$ cat config.mk
export PLATFORM = sky130hd
export DESIGN_NAME = rbcs_top
export DESIGN_NICKNAME = d
export VERILOG_FILES = /design/src/logic/rbcs_pkg.sv /design/src/logic/rbcs_top.sv
export VERILOG_INCLUDE_DIRS = /design/src /design/src/logic
export SDC_FILE = /design/constraint.sdc
export NUM_CORES = 1
export LEC_CHECK = 0
export ABC_AREA = 1
export ABC_CLOCK_PERIOD_IN_PS = 4200
export BUFFER_PORTS_ARGS = -buffer_cell sky130_fd_sc_hd__buf_2
export CORE_MARGIN = 2
export CORE_UTILIZATION = 60
export CTS_CLUSTER_DIAMETER = 60
export DETAILED_ROUTE_END_ITERATION = 6
export MAX_ROUTING_LAYER = met4
export PLACE_DENSITY = 0.83
export SYNTH_ARGS = -nofsm -noshare
export SYNTH_HDL_FRONTEND = slang
export SYNTH_SLANG_ARGS = --single-unit
$ cat constraint.sdc
create_clock -name pclk -period 4.2 [get_ports pclk]
set_input_delay 0.63 -clock pclk [delete_from_list [all_inputs] [get_ports pclk]]
set_output_delay 0.63 -clock pclk [all_outputs]
set_load 0.005 [all_outputs]
$ cat src/logic/rbcs_cfg.svh
// Offsets, field positions, reset values and timing counts of the reset and boot sequencer
`ifndef RBCS_CFG_SVH
`define RBCS_CFG_SVH

`define RBCS_CLK_PERIOD_NS 10
`define RBCS_OSC_START_NS 3000
`define RBCS_OSC_START_CYC ((`RBCS_OSC_START_NS + `RBCS_CLK_PERIOD_NS - 1) / `RBCS_CLK_PERIOD_NS)
`define RBCS_DEV_PULSE_US 600
`define RBCS_DEV_PULSE_CYC ((`RBCS_DEV_PULSE_US * 1000) / `RBCS_CLK_PERIOD_NS)
`define RBCS_WDOG_PULSE_CYC 512
`define RBCS_EXT_LOW_MIN_CYC 32
`define RBCS_OUT_VALID_CYC 32
`define RBCS_BOOT_HOLD_CYC 14000
`define RBCS_PLL_LOCK_CYC 2000
`define RBCS_LOCKS_NEEDED 2'h2

`define RBCS_OFF_CTRL 12'h000
`define RBCS_OFF_PLL 12'h004
`define RBCS_OFF_STATUS 12'h008
`define RBCS_OFF_ISTAT 12'h00C
`define RBCS_OFF_IMASK 12'h010

`define RBCS_IDX_CTRL 3'h0
`define RBCS_IDX_PLL 3'h1
`define RBCS_IDX_STATUS 3'h2
`define RBCS_IDX_ISTAT 3'h3
`define RBCS_IDX_IMASK 3'h4
`define RBCS_IDX_BAD 3'h7

`define RBCS_CTRL_SYSDIV_LSB 0
`define RBCS_CTRL_CODIV_LSB 2
`define RBCS_CTRL_COEN_BIT 4
`define RBCS_CTRL_SWRST_BIT 5
`define RBCS_SYSDIV_RST 2'h3
`define RBCS_CODIV_RST 2'h0

`define RBCS_INT_WDOG 0
`define RBCS_INT_SWRST 1
`define RBCS_INT_EXT 2
`define RBCS_INT_PLL 3
`define RBCS_INT_BOOT 4

`endif

$ cat src/logic/rbcs_pkg.sv
// Types shared by the reset and boot sequencer
package rbcs_pkg;
    typedef enum logic [3:0] {
        ST_OSC = 4'b0001,
        ST_RESET = 4'b0010,
        ST_VALID = 4'b0100,
        ST_RUN = 4'b1000
    } rbcs_state_e;

    typedef struct packed {
        logic psel;
        logic penable;
        logic pwrite;
        logic [11:0] paddr;
        logic [31:0] pwdata;
    } rbcs_apb_req_s;

    typedef struct packed {
        logic pready;
        logic pslverr;
        logic [31:0] prdata;
    } rbcs_apb_rsp_s;

    typedef struct packed {
        rbcs_state_e st;
        logic [8:0] cnt;
        logic [16:0] pulse_cnt;
        logic [5:0] low_cnt;
        logic [15:0] hold_cnt;
        logic [2:0] pin_s;
        logic pin_f;
        logic [2:0] sup_s;
        logic sup_f;
        logic [3:0] boot_s1;
        logic [3:0] boot_s2;
        logic [3:0] boot_s3;
        logic [3:0] boot_f;
        logic [3:0] boot_lat;
        logic [1:0] sysdiv;
        logic [1:0] codiv;
        logic co_en;
        logic [15:0] pll_cfg;
        logic [10:0] lock_cnt;
        logic locked;
        logic [1:0] lock_n;
        logic ready;
        logic [4:0] int_stat;
        logic [4:0] int_mask;
        rbcs_apb_rsp_s rsp;
        logic rst_oe;
        logic int_rst_n;
        logic out_valid;
        logic irq;
        logic [4:0] div_cnt;
        logic clk_out;
    } rbcs_state_s;
endpackage

$ cat src/logic/rbcs_top.sv
// Reset pin sequencer, boot-mode capture, clock dividers and PLL lock timer behind APB
//
// Decided for this implementation: the APB interface to the registers and the register offsets.
`timescale 1ns/1ns
`include "rbcs_cfg.svh"

module rbcs_top #(
    parameter int DEV_PULSE_CYC = `RBCS_DEV_PULSE_CYC,
    parameter int BOOT_HOLD_CYC = `RBCS_BOOT_HOLD_CYC
) (
    input wire logic pclk,
    input wire logic presetn,
    input wire rbcs_pkg::rbcs_apb_req_s apb_req,
    output rbcs_pkg::rbcs_apb_rsp_s apb_rsp,
    input wire logic chip_reset_pin_in,
    output logic chip_reset_pin_out,
    output logic chip_reset_pin_oe,
    input wire logic io_supply_ok,
    input wire logic [3:0] boot_mode_pins,
    input wire logic wdog_bite,
    output logic internal_reset_n,
    output logic outputs_valid,
    output logic [3:0] boot_mode,
    output logic [1:0] system_divider_select,
    output logic clock_output_pin,
    output logic clock_output_oe,
    output logic [15:0] pll_config,
    output logic pll_ready,
    output logic irq
);
    import rbcs_pkg::*;

    ////////////////////////////////////////////////////////////////////////////
    function automatic logic [2:0] rbcs_dec(input logic [11:0] a);
        case (a)
            `RBCS_OFF_CTRL: return `RBCS_IDX_CTRL;
            `RBCS_OFF_PLL: return `RBCS_IDX_PLL;
            `RBCS_OFF_STATUS: return `RBCS_IDX_STATUS;
            `RBCS_OFF_ISTAT: return `RBCS_IDX_ISTAT;
            `RBCS_OFF_IMASK: return `RBCS_IDX_IMASK;
            default: return `RBCS_IDX_BAD;
        endcase
    endfunction

    // Field 0 is /4, 1 is /2, 2 and 3 are /1
    function automatic logic [2:0] rbcs_co_exp(input logic [1:0] f);
        return (f >= 2'h2) ? 3'h0 : 3'(2'h2 - f);
    endfunction

    rbcs_state_s s;
    rbcs_state_s n;
    logic setup;
    logic wr_en;
    logic [2:0] idx;
    logic wr_ctrl;
    logic wr_pll;
    logic sw_rst_req;
    logic reset_req;

    assign idx = rbcs_dec(apb_req.paddr);
    assign setup = apb_req.psel && !apb_req.penable;
    // Write lands only on the edge where the master sees pready
    assign wr_en = apb_req.psel && apb_req.penable && s.rsp.pready && apb_req.pwrite;
    assign wr_ctrl = wr_en && (idx == `RBCS_IDX_CTRL);
    assign wr_pll = wr_en && (idx == `RBCS_IDX_PLL);
    assign sw_rst_req = wr_ctrl && apb_req.pwdata[`RBCS_CTRL_SWRST_BIT];
    // Short external lows are glitches, not resets
    assign reset_req = s.rst_oe || (s.low_cnt >= 6'(`RBCS_EXT_LOW_MIN_CYC));

    ////////////////////////////////////////////////////////////////////////////
    always_comb begin
        logic [4:0] ev;
        logic [2:0] k;
        ev = '0;
        k = '0;
        n = s;

        // Three-stage synchronisers; a change counts when stages two and three agree
        n.pin_s = {s.pin_s[1:0], chip_reset_pin_in};
        if (s.pin_s[1] == s.pin_s[2]) begin
            n.pin_f = s.pin_s[2];
        end
        n.sup_s = {s.sup_s[1:0], io_supply_ok};
        if (s.sup_s[1] == s.sup_s[2]) begin
            n.sup_f = s.sup_s[2];
        end
        n.boot_s1 = boot_mode_pins;
        n.boot_s2 = s.boot_s1;
        n.boot_s3 = s.boot_s2;
        if (s.boot_s2 == s.boot_s3) begin
            n.boot_f = s.boot_s3;
        end

        // Reset pulse timer; a longer pending pulse is never shortened
        if (s.pulse_cnt != '0) begin
            n.pulse_cnt = s.pulse_cnt - 17'h0_001;
        end
        if (wdog_bite) begin
            ev[`RBCS_INT_WDOG] = 1'b1;
            if (n.pulse_cnt < 17'(`RBCS_WDOG_PULSE_CYC)) begin
                n.pulse_cnt = 17'(`RBCS_WDOG_PULSE_CYC);
            end
        end
        if (sw_rst_req) begin
            ev[`RBCS_INT_SWRST] = 1'b1;
            if (n.pulse_cnt < 17'(DEV_PULSE_CYC)) begin
                n.pulse_cnt = 17'(DEV_PULSE_CYC);
            end
        end

        // Length of the current low on the pin, saturating
        if (s.pin_f) begin
            n.low_cnt = '0;
        end else if (s.low_cnt < 6'(`RBCS_EXT_LOW_MIN_CYC)) begin
            n.low_cnt = s.low_cnt + 6'h01;
        end

        // Strap stability watch after release; one event per release
        if (s.hold_cnt != '0) begin
            n.hold_cnt = s.hold_cnt - 16'h0_001;
            if (s.boot_f != s.boot_lat) begin
                ev[`RBCS_INT_BOOT] = 1'b1;
                n.hold_cnt = '0;
            end
        end

        unique case (s.st)
            ST_OSC: begin
                // Nothing trusts the clock before the oscillator has settled
                if (s.cnt == '0) begin
                    n.st = ST_RESET;
                end else begin
                    n.cnt = s.cnt - 9'h001;
                end
            end
            ST_RESET: begin
                if (!s.rst_oe && s.pin_f) begin
                    n.st = ST_VALID;
                    n.int_rst_n = 1'b1;
                    n.boot_lat = s.boot_f;
                    n.cnt = 9'(`RBCS_OUT_VALID_CYC);
                    n.hold_cnt = 16'(BOOT_HOLD_CYC);
                end
            end
            ST_VALID: begin
                if (s.cnt == 9'h001) begin
                    n.st = ST_RUN;
                    n.out_valid = 1'b1;
                end else begin
                    n.cnt = s.cnt - 9'h001;
                end
            end
            ST_RUN: begin
            end
        endcase
        if ((s.st == ST_VALID || s.st == ST_RUN) && reset_req) begin
            n.st = ST_RESET;
            n.int_rst_n = 1'b0;
            n.out_valid = 1'b0;
            n.hold_cnt = '0;
            ev[`RBCS_INT_EXT] = !s.rst_oe;
        end
        // Pin is pulled low while oscillator settles, supply is low or a pulse runs
        n.rst_oe = (n.st == ST_OSC) || !s.sup_f || (n.pulse_cnt != '0);

        // Output clock divider from one free-running counter
        n.div_cnt = s.div_cnt + 5'h01;
        k = 3'(s.sysdiv) + rbcs_co_exp(s.codiv);
        // Total ratio one is not reachable from a flop; it gives /2
        n.clk_out = (k == '0) ? n.div_cnt[0] : n.div_cnt[3'(k - 3'h1)];

        // PLL lock timer
        if (s.lock_cnt != '0) begin
            n.lock_cnt = s.lock_cnt - 11'h001;
            if (s.lock_cnt == 11'h001) begin
                n.locked = 1'b1;
                ev[`RBCS_INT_PLL] = 1'b1;
                if (s.lock_n != `RBCS_LOCKS_NEEDED) begin
                    n.lock_n = s.lock_n + 2'h1;
                end
            end
        end

        // Register writes
        if (wr_ctrl) begin
            n.sysdiv = apb_req.pwdata[`RBCS_CTRL_SYSDIV_LSB +: 2];
            n.codiv = apb_req.pwdata[`RBCS_CTRL_CODIV_LSB +: 2];
            n.co_en = apb_req.pwdata[`RBCS_CTRL_COEN_BIT];
        end
        if (wr_pll) begin
            n.pll_cfg = apb_req.pwdata[15:0];
            n.lock_cnt = 11'(`RBCS_PLL_LOCK_CYC);
            n.locked = 1'b0;
            // A new setting needs its own pair of locks
            if (apb_req.pwdata[15:0] != s.pll_cfg) begin
                n.lock_n = '0;
            end
        end
        n.ready = n.locked && (n.lock_n == `RBCS_LOCKS_NEEDED);
        if (wr_en && idx == `RBCS_IDX_IMASK) begin
            n.int_mask = apb_req.pwdata[4:0];
        end
        // New events win over a same-cycle clear
        n.int_stat = s.int_stat | ev;
        if (wr_en && idx == `RBCS_IDX_ISTAT) begin
            n.int_stat = (s.int_stat & ~apb_req.pwdata[4:0]) | ev;
        end
        n.irq = |(n.int_stat & n.int_mask);

        // APB answer: one wait-free access cycle, read data captured at setup
        n.rsp.pready = setup;
        n.rsp.pslverr = setup && (idx == `RBCS_IDX_BAD);
        if (setup) begin
            case (idx)
                `RBCS_IDX_CTRL: n.rsp.prdata = {27'h000_0000, s.co_en, s.codiv, s.sysdiv};
                `RBCS_IDX_PLL: n.rsp.prdata = {16'h0000, s.pll_cfg};
                `RBCS_IDX_STATUS: n.rsp.prdata = {22'h00_0000, s.out_valid, s.rst_oe, s.boot_lat,
                                                  s.ready, s.lock_n, s.locked};
                `RBCS_IDX_ISTAT: n.rsp.prdata = {27'h000_0000, s.int_stat};
                `RBCS_IDX_IMASK: n.rsp.prdata = {27'h000_0000, s.int_mask};
                default: n.rsp.prdata = 32'h0000_0000;
            endcase
        end
    end

    always_ff @(posedge pclk or negedge presetn) begin
        if (!presetn) begin
            s <= '0;
            s.st <= ST_OSC;
            s.cnt <= 9'(`RBCS_OSC_START_CYC - 1);
            s.sysdiv <= `RBCS_SYSDIV_RST;
            s.codiv <= `RBCS_CODIV_RST;
            s.rst_oe <= 1'b1;
        end else begin
            s <= n;
        end
    end

    ////////////////////////////////////////////////////////////////////////////
    assign apb_rsp = s.rsp;
    // Open-drain: the pin is only ever pulled low
    assign chip_reset_pin_out = 1'b0;
    assign chip_reset_pin_oe = s.rst_oe;
    assign internal_reset_n = s.int_rst_n;
    assign outputs_valid = s.out_valid;
    assign boot_mode = s.boot_lat;
    assign system_divider_select = s.sysdiv;
    assign clock_output_pin = s.clk_out;
    assign clock_output_oe = s.co_en;
    assign pll_config = s.pll_cfg;
    assign pll_ready = s.ready;
    assign irq = s.irq;
endmodule // rbcs_top
==> impl_metrics.csv, run 1 <==
group,metric,value,unit
global_route,grt_pass1_vias,6319,
yosys,synth_area,8109,um^2
yosys,synth_edf_count,0,
placed_design,placed_cells,1194,
final_layout,final_cells,1225,
timing,setup_viol,0,
route,routed_via_density,5.367,
yosys,yosysSeqAreaShare,0.4766,
worst_setup_path,end_kind,"flop",
floorplan,core_area,13240,um^2
final_layout,n_antenna_cell,0,
clock_tree,cts_sinks,154,
floorplan,die-area,14460,um^2
yosys,synth.largest_area_cell,"dfrtp_1",
timing,fin_crit_sh,0.7530,
final_layout,fin_nets,1108,
floorplan,io_pins,120,
global_route,grt.total_usage,0.2592,
route,drt_first_pass_iters,5,
timing,hold_ws,296.4,ps
clock_tree,clkTransAtPathRegs,60,ps
route,drc_errors,0,
floorplan,start_util,0.6123,
timing,clock.fmax,0.3162,GHz
yosys,yosys_warnings,0,
timing,tns,0,ps
global_route,antenna_found_initial,0,
yosys,synth_area_per_cell,8.266,um^2
placed_design,hpwlAfterDp,12.29,mm
timing,max_slew_margin,0.3665,
yosys,synthCells,981,
clock_tree,cts-resized-gates,0,
route,wl_per_cell,14.14,um
worst_setup_path,crit_type,"flop to flop",
yosys,synth-main-ff-cell,"dfrtp_1",
clock_tree,insertion_delay,440,ps
clock_tree,cts_tree,"done",
route,drtAntennaViolNets,0,
route,initialDrtViolationCount,542,
clock_tree,cts_hold_buf,0,
route,vias,6575,
final_layout,area_growth,10.65,%
pwr,leakage,4.505,nW
floorplan,num_rows,42,
timing,finalHoldViolations,0,
hold_path,worst_hold_path_type,"input pin to async pin",
route,wl,17.33,mm
floorplan,die_h,120.3,um
clock_tree,htreeDepth,4,
clock_tree,cts_buffers,17,
worst_setup_path,required,4530,ps
timing,max_slew.worst_pin.slew,950.3,ps
run_status,status,"complete, no violations",
placed_design,place_congestion,0.8808,
final_layout,drive_gt1_frac,0.1582,
placed_design,portBuffers,86,
worst_setup_path,path_max_fanout,12,
yosys,async_reset_ff_frac,1.000,
job,max-cap-violations,0,
worst_setup_path,arrival,3490,ps
timing,maxSlewViolCount,0,
pwr,worst_ir_drop_vdd,272.7,uV
timing,period_needed,3162,ps
clock_tree,cts-root-buf,"clkbuf_16",
clock_tree,post_cts_buffers,0,
clock_tree,clock_path_buffers,2,
global_route,grt_max_degree,106,
global_route,grt_pass1_wl,29.00,mm
floorplan,dieWidth,120.3,um
timing,finalClockSkew,6.990,ps
pwr,p_per_area,365.0,nW/um^2
yosys,synth_seq_cells,154,
timing,rsz0062_at_grt,"false",
worst_setup_path,startpoint_type,"flop",
yosys,yosysTopAreaCellShare,0.4475,
yosys,synth.distinct_cells,53,
yosys,synth_area_leaders,"dfrtp_1 (45%), nand2_1 (8.7%), inv_1 (5.7%), nor2_1 (5.3%), buf_4 (5.3%)",
global_route,grt_overflow,0,
-- where the power goes --
| group | leakage [nW] | switching (mW) | internal, mW |
|---|---|---|---|
| Clock | 0.291 | 0.632 | 0.928 |
| Sequential | 1.85 | 0.0291 | 1.53 |
| Combinational | 2.37 | 0.104 | 0.0538 |
| Total | 4.51 | 0.764 | 2.51 |
-- cell families (layout without fill, tap and decap cells) --
family          Yosys count  in the layout  synth area share
simple gates            435            435            0.2370
compound gates          146            146            0.1048
fa+ha+maj                17             17           0.02654
xor+xnor                 32             32           0.03456
flops                   154            154            0.4766
other cells               1             17         0.0004624
buf+inv                 196            248            0.1200
-- final timing paths --
kind,start,endpoint,slack (ps),depth (start not counted)
max,s[140],chip_reset_pin_oe,1040,15
min,presetn,s[2],300,1
max reg2reg,s[140],chip_reset_pin_oe,1040,15
min reg2reg,n[103],n[99],350,0
max in group asynchronous,presetn,chip_reset_pin_oe,2940,2
min in group pclk,boot_mode_pins[3],n[105],300,1
-- flip-flops by register name (all words and copies together) (netlist names) --
signal and count:
s 95, pll_ready 1, clock_output_oe 1, outputs_valid 1, internal_reset_n 1, apb_rsp 18
chip_reset_pin_oe 1, n 12, boot_mode 4, clock_output_pin 1, system_divider_select 2, irq 1
pll_config 16
-- cell type report --
class                           count  area, um^2
Clock inverter                     11       132.6
Sequential cell                   154        3865
Fill cell                        1062        4270
Tap cell                          176       220.2
Timing Repair Buffer               92       481.7
Multi-Input combinational cell    647        3337
Inverter                          125       469.2
Clock buffer                       20       466.7
-- stage by stage --
stage               utilization  instance area, um^2  worst slack [ps]  power [mW]
floorplan                     -                 8169              1893       1.674
global placement         0.6323                 8373              1182       1.733
detailed placement       0.6323                 8373              1108       1.741
CTS                      0.6775                 8972              1087       3.293
global route             0.6775                 8972             744.6       3.389
finish                   0.6775                 8972              1038       3.275
-- worst max-delay path: stages, from the launching register on --
cell     delay, ps
dfrtp_1        390
inv_1          120
ha_1           280
nand2_2        130
nor2_4         170
nand3_2        310
nand3_1        350
nand2_1         90
nor2_1         100
nand2_1        240
a21oi_2        210
nand2_1         80
nand2_2        210
nand2_1        110
nor2_1         150
nand3_1        130
-- synth_stat cells (all sizes together) (3+ instances only) --
cell type	count
nand2	194
dfrtp	145
inv	125
nor2	121
o21ai	63
buf	61
nand3	58
a21oi	40
nor3	23
xnor2	17
xor2	15
ha	14
nand4	12
or2	11
clkbuf	10
dfstp	9
o22ai	9
a211oi	8
a31oi	6
nor4	6
a22o	5
nand3b	4
o21a	3
-- metal layers --
layer	up-vias	share of wire	wire (um)	track usage
met1	3133	0.43	7409	0.3178
met2	187	0.50	8576	0.4212
met4	0	0.025	437	0.1148
li1	3216	-	-	-
met5	-	0	0	-
met3	39	0.052	902	0.05094
-- layout by cell type (no fill, tap or decap), drive strengths merged, types with 3 or more instances in the layout --
master	n
nand2	194
nor2	121
o21ai	63
a22o	5
nor3	23
o22ai	9
xnor2	17
conb	17
nand3b	4
clkbuf	20
a21oi	40
a211oi	8
dfrtp	145
inv	131
or2	11
a31oi	6
nand3	58
dfstp	9
o21a	3
ha	14
buf	92
xor2	15
nand4	12
nor4	6
Power figures use the tool's default switching activity.
==> run 2, diff against run 1 <==
--- a/config.mk
+++ b/config.mk
@@ -6,15 +6,15 @@
 export SDC_FILE = /design/constraint.sdc
 export NUM_CORES = 1
 export LEC_CHECK = 0
-export ABC_AREA = 1
-export ABC_CLOCK_PERIOD_IN_PS = 4200
+export ABC_AREA = 0
+export ABC_CLOCK_PERIOD_IN_PS = 3200
 export BUFFER_PORTS_ARGS = -buffer_cell sky130_fd_sc_hd__buf_2
 export CORE_MARGIN = 2
-export CORE_UTILIZATION = 60
+export CORE_UTILIZATION = 57
 export CTS_CLUSTER_DIAMETER = 60
 export DETAILED_ROUTE_END_ITERATION = 6
 export MAX_ROUTING_LAYER = met4
-export PLACE_DENSITY = 0.83
+export PLACE_DENSITY = 0.8
 export SYNTH_ARGS = -nofsm -noshare
 export SYNTH_HDL_FRONTEND = slang
 export SYNTH_SLANG_ARGS = --single-unit
==> constraint.sdc (replaced) <==
create_clock -name pclk -period 3.2 [get_ports pclk]
set_input_delay 0.48 -clock pclk [delete_from_list [all_inputs] [get_ports pclk]]
set_output_delay 0.48 -clock pclk [all_outputs]
set_load 0.005 [all_outputs]
==> impl_metrics.csv, run 2 <==
group,metric,value,unit
route,initialDrtViolationCount,460,
final_layout,nFillCells,1096,
timing,maxSlewViolCount,0,
yosys,synth_area_leaders,"dfrtp_1 (45%), nand2_1 (6.4%), buf_4 (5.4%), xnor2_1 (4.7%), nor2_1 (3.3%)",
yosys,synth_area_per_cell,9.684,um^2
timing,finalClockSkew,7.506,ps
global_route,grt_overflow,0,
pwr,worst_ir_drop_vdd,373.5,uV
global_route,grt_pass1_wl,27.50,mm
clock_tree,cts-resized-gates,0,
final_layout,final_cells,1074,
clock_tree,cts-root-buf,"clkbuf_16",
route,vias,6090,
floorplan,num_rows,43,
timing,period_needed,2928,ps
final_layout,n_antenna_cell,0,
worst_setup_path,path_max_fanout,9,
route,drc_errors,0,
placed_design,dpl_cell_area,8325,um^2
route,drtAntennaViolNets,0,
placed_design,placed_cells,1042,
worst_setup_path,startpoint_type,"flop",
yosys,synth-main-ff-cell,"dfrtp_1",
yosys,yosysTopAreaCellShare,0.4542,
hold_path,worst_hold_path_type,"input pin to async pin",
route,wl_per_cell,15.82,um
worst_setup_path,end_kind,"flop",
route,drt_first_pass_iters,5,
pwr,p_per_area,476.7,nW/um^2
clock_tree,cts_tree,"done",
clock_tree,cts_sinks,154,
yosys,synth_common_cells,"dfrtp_1 (145), nand2_1 (137), nor2_1 (70)",
floorplan,io_pins,120,
yosys,async_reset_ff_frac,1.000,
clock_tree,cts_hold_buf,0,
yosys,synth_seq_cells,154,
timing,tns,0,ps
clock_tree,clock_path_buffers,2,
final_layout,area_growth,11.59,%
yosys,yosys_warnings,0,
final_layout,postLayoutCoreUtil,0.6473,
final_layout,largest_reg_flops,95,
pwr,leakage,4.226,nW
job,max-cap-violations,0,
worst_setup_path,required,3540,ps
route,routed_via_density,5.670,
clock_tree,clkTransAtPathRegs,60,ps
clock_tree,post_cts_buffers,0,
clock_tree,htreeDepth,4,
yosys,synth.distinct_cells,75,
global_route,grt_pass1_vias,5757,
yosys,synth_area,7989,um^2
yosys,synth_edf_count,0,
global_route,antenna_found_initial,0,
floorplan,core_area,13770,um^2
global_route,grt.total_usage,0.2413,
timing,fin_crit_sh,0.9150,
route,wl,16.99,mm
timing,hold_ws,15.06,ps
final_layout,fin_area,8915,um^2
floorplan,die_h,122.4,um
floorplan,die-area,14980,um^2
floorplan,start_util,0.5800,
yosys,synthCells,825,
final_layout,final_common_cell,"dfrtp_1",
clock_tree,insertion_delay,420,ps
timing,max_slew.worst_pin.slew,862.5,ps
timing,finalHoldViolations,0,
worst_setup_path,crit_type,"flop to flop",
yosys,synthMostInstantiatedCell,"dfrtp_1",
timing,rsz0062_at_grt,"false",
timing,max_slew_margin,0.4238,
yosys,synth.largest_area_cell,"dfrtp_1",
timing,clock.fmax,0.3415,GHz
placed_design,hpwlAfterDp,12.03,mm
final_layout,fin_nets,952,
global_route,grt_max_degree,67,
timing,setup_viol,0,
floorplan,dieWidth,122.4,um
run_status,status,"complete, no violations",
final_layout,largest_register,"s",
clock_tree,cts_buffers,17,
final_layout,mostFrequentLayoutCells,"dfrtp_1 (145), nand2_1 (137), buf_2 (85)",
final_layout,drive_gt1_frac,0.1969,
placed_design,portBuffers,86,
worst_setup_path,arrival,3270,ps
placed_design,place_congestion,0.9206,
yosys,yosysSeqAreaShare,0.4838,
[run 2: kinds of logic (layout without fill, tap and decap cells)]
| kind of cell | count (synthesis) | in the layout | share of synthesized area |
|---|---|---|---|
| simple gates | 343 | 343 | 0.2083 |
| flops | 154 | 154 | 0.4838 |
| compound gates | 112 | 112 | 0.09632 |
| buf+inv | 110 | 163 | 0.07987 |
| xor+xnor | 63 | 63 | 0.06907 |
| mux | 25 | 25 | 0.03524 |
| fa+ha+maj | 17 | 17 | 0.02694 |
| other cells | 1 | 17 | 0.0004694 |
[run 2: where the power goes]
part / switching, mW / internal (mW) / total [mW]
combinational: 0.114 / 0.0890 / 0.203
clock: 0.769 / 1.21 / 1.98
sequential: 0.0600 / 2.01 / 2.07
total: 0.943 / 3.31 / 4.25
[run 2: final timing paths]
kind | end | cells past startpoint | slack [ps] | start
setup / recovery | s[149] | 9 | 270 | s[140]
hold / removal | s[156] | 1 | 20 | presetn
setup reg to reg | s[149] | 9 | 270 | s[140]
hold reg to reg | n[117] | 0 | 350 | n[116]
max in group asynchronous | s[160] | 2 | 2330 | presetn
min in group pclk | n[116] | 1 | 160 | chip_reset_pin_in
[run 2: cell type report]
type | instances | area, um^2 | area share
Clock buffer | 22 | 474.2 | 0.05319
Inverter | 26 | 97.59 | 0.01095
Timing Repair Buffer | 105 | 591.8 | 0.06639
Tap cell | 180 | 225.2 | 0.02526
Clock inverter | 10 | 115.1 | 0.01291
Sequential cell | 154 | 3865 | 0.4335
Multi-Input combinational cell | 577 | 3546 | 0.3978
[run 2: per-stage QoR]
stage	setup WS (ps)	power (mW)
after floorplan	622.8	2.209
after global placement	411.7	2.291
after detailed placement	354.0	2.303
after CTS	324.0	4.284
after global routing	96.25	4.408
final	271.9	4.250
[run 2: worst max-delay path, stage by stage, from the launching register on]
cell	delay, ps
dfrtp_1	430
inv_1	130
ha_1	350
or3b_1	530
o31a_1	370
a211oi_1	290
a21boi_1	280
nand2_1	140
o211ai_4	170
o21bai_1	170
[run 2: per-layer routing]
layer	share of wire	track usage
met2	0.48	0.3809
met3	0.058	0.05112
met5	0	-
met4	0.023	0.09195
met1	0.44	0.3076
==> run 3, diff against run 2 <==
--- a/config.mk
+++ b/config.mk
@@ -9,6 +9,7 @@
 export ABC_AREA = 0
 export ABC_CLOCK_PERIOD_IN_PS = 3200
 export BUFFER_PORTS_ARGS = -buffer_cell sky130_fd_sc_hd__buf_2
+export CORE_ASPECT_RATIO = 0.9
 export CORE_MARGIN = 2
 export CORE_UTILIZATION = 57
 export CTS_CLUSTER_DIAMETER = 60
==> impl_metrics.csv, run 3 (synthesis results as in run 2) <==
group,metric,value,unit
global_route,grt_pass1_vias,5559,
worst_setup_path,end_kind,"flop",
route,drtAntennaViolNets,0,
final_layout,final_common_cell,"dfrtp_1",
worst_setup_path,max_stage_delay,510,ps
final_layout,n_antenna_cell,0,
final_layout,largest_reg_flops,95,
run_status,status,"complete, no violations",
clock_tree,clkTransAtPathRegs,60,ps
worst_setup_path,arrival,3230,ps
worst_setup_path,required,3550,ps
timing,maxSlewViolCount,0,
placed_design,portBuffers,86,
route,initialDrtViolationCount,420,
worst_setup_path,cp_top_family,"compound AO/OA/AOI/OAI gates",
timing,period_needed,2878,ps
route,wl_per_cell,15.85,um
timing,finalHoldViolations,0,
global_route,antenna_found_initial,0,
job,max-cap-violations,0,
placed_design,pre_cts_ws,346.4,ps
placed_design,hpwlAfterDp,11.92,mm
floorplan,die_h,116.3,um
clock_tree,htreeDepth,4,
worst_setup_path,cp_slowest_cell,"or3b_1",
clock_tree,clock_path_buffers,2,
placed_design,place_congestion,0.9097,
final_layout,area_growth,11.81,%
final_layout,largest_register,"s",
global_route,grt_pass1_wl,27.52,mm
clock_tree,cts_tree,"done",
worst_setup_path,crit_type,"flop to flop",
timing,rsz0062_at_grt,"false",
clock_tree,post_cts_buffers,0,
worst_setup_path,path_buf_inv,1,
floorplan,num_rows,41,
global_route,grt_max_degree,64,
route,drt_first_pass_iters,5,
floorplan,start_util,0.5768,
floorplan,die-area,14980,um^2
worst_setup_path,cp_cell_sequence,"inv_1 > ha_1 > or3b_1 > o31ai_1 > nand2_1 > o311a_1 > o211ai_4 > o21bai_1",
pwr,p_per_area,497.1,nW/um^2
floorplan,io_pins,120,
clock_tree,insertion_delay,430,ps
route,drc_errors,0,
clock_tree,cts_hold_buf,0,
clock_tree,cts_sinks,154,
pwr,leakage,4.238,nW
timing,max_slew.worst_pin.slew,918.0,ps
final_layout,regArea,3865,um^2
floorplan,core_area,13850,um^2
timing,clock.fmax,0.3475,GHz
worst_setup_path,startpoint_type,"flop",
route,routed_via_density,5.603,
final_layout,mostFrequentLayoutCells,"dfrtp_1 (145), nand2_1 (137), buf_2 (85)",
timing,finalWorstSetupSlack,322.0,ps
final_layout,drive_gt1_frac,0.1960,
clock_tree,cts-root-buf,"clkbuf_16",
final_layout,nFillCells,1083,
timing,max_slew_margin,0.3824,
final_layout,postLayoutCoreUtil,0.6449,
route,vias,5967,
timing,finalClockSkew,9.573,ps
final_layout,multi_input_area,3546,um^2
floorplan,dieWidth,128.8,um
clock_tree,cts_buffers,17,
global_route,grt.total_usage,0.2423,
route,wl,16.88,mm
clock_tree,cts-resized-gates,0,
timing,fin_crit_sh,0.8994,
final_layout,fin_nets,951,
pwr,worst_ir_drop_vdd,782.5,uV
worst_setup_path,path_max_fanout,9,
timing,tns,0,ps
global_route,grt_overflow,0,
timing,setup_viol,0,
hold_path,worst_hold_path_type,"input pin to async pin",
[run 3: path summary, 6_finish.rpt]
check                             startpoint  depth (start not counted)  slack, ps                end
max                                   s[140]                          8        320             s[149]
min                                  presetn                          1         30             s[153]
max reg2reg                           s[140]                          8        320             s[149]
min reg2reg                           n[116]                          0        350             n[117]
max in group asynchronous            presetn                          2       2290  chip_reset_pin_oe
min in group pclk          chip_reset_pin_in                          1        160             n[116]
[run 3: metrics by stage]
stage / area [um^2] / power [mW] / instances / hold WS (ps)
global route: 8932 / 4.591 / 1065 / 72.59
finish: 8932 / 4.440 / 1065 / 27.45
floorplan: 8049 / 2.209 / 841 / 184.4
global placement: 8295 / 2.296 / 1033 / 332.1
detailed placement: 8295 / 2.305 / 1033 / 335.8
CTS: 8932 / 4.472 / 1065 / 40.41
[run 3: power breakdown]
group	leakage, nW	internal, mW	total, mW	switching, mW
Combinational	2.01	0.0877	0.201	0.113
Sequential	1.92	2.01	2.07	0.0653
Clock	0.303	1.34	2.17	0.827
[run 3: worst register-to-register path: stages, from the launching register on]
cell      delay, ps
dfrtp_1         430
inv_1           130
ha_1            310
or3b_1          510
o31ai_1         440
nand2_1         120
o311a_1         370
o211ai_4        340
o21bai_1        170
[run 3: area by class of cell]
class,count,area share
multi-input cells,577,0.3970
well taps,172,0.02409
repair buffers,104,0.06401
clock buffers,20,0.05001
inverters,26,0.01093
flip-flops and latches,154,0.4327
clock inverters,12,0.02129
[run 3: layer usage]
metal  vias to the layer above  GRT usage  wire [um]
li1                       2873          -          -
met1                      2878     0.3219       7681
met2                       198     0.3792       7948
met3                        18    0.04993       1019
met4                         0    0.07464        225
met5                         -          -          0
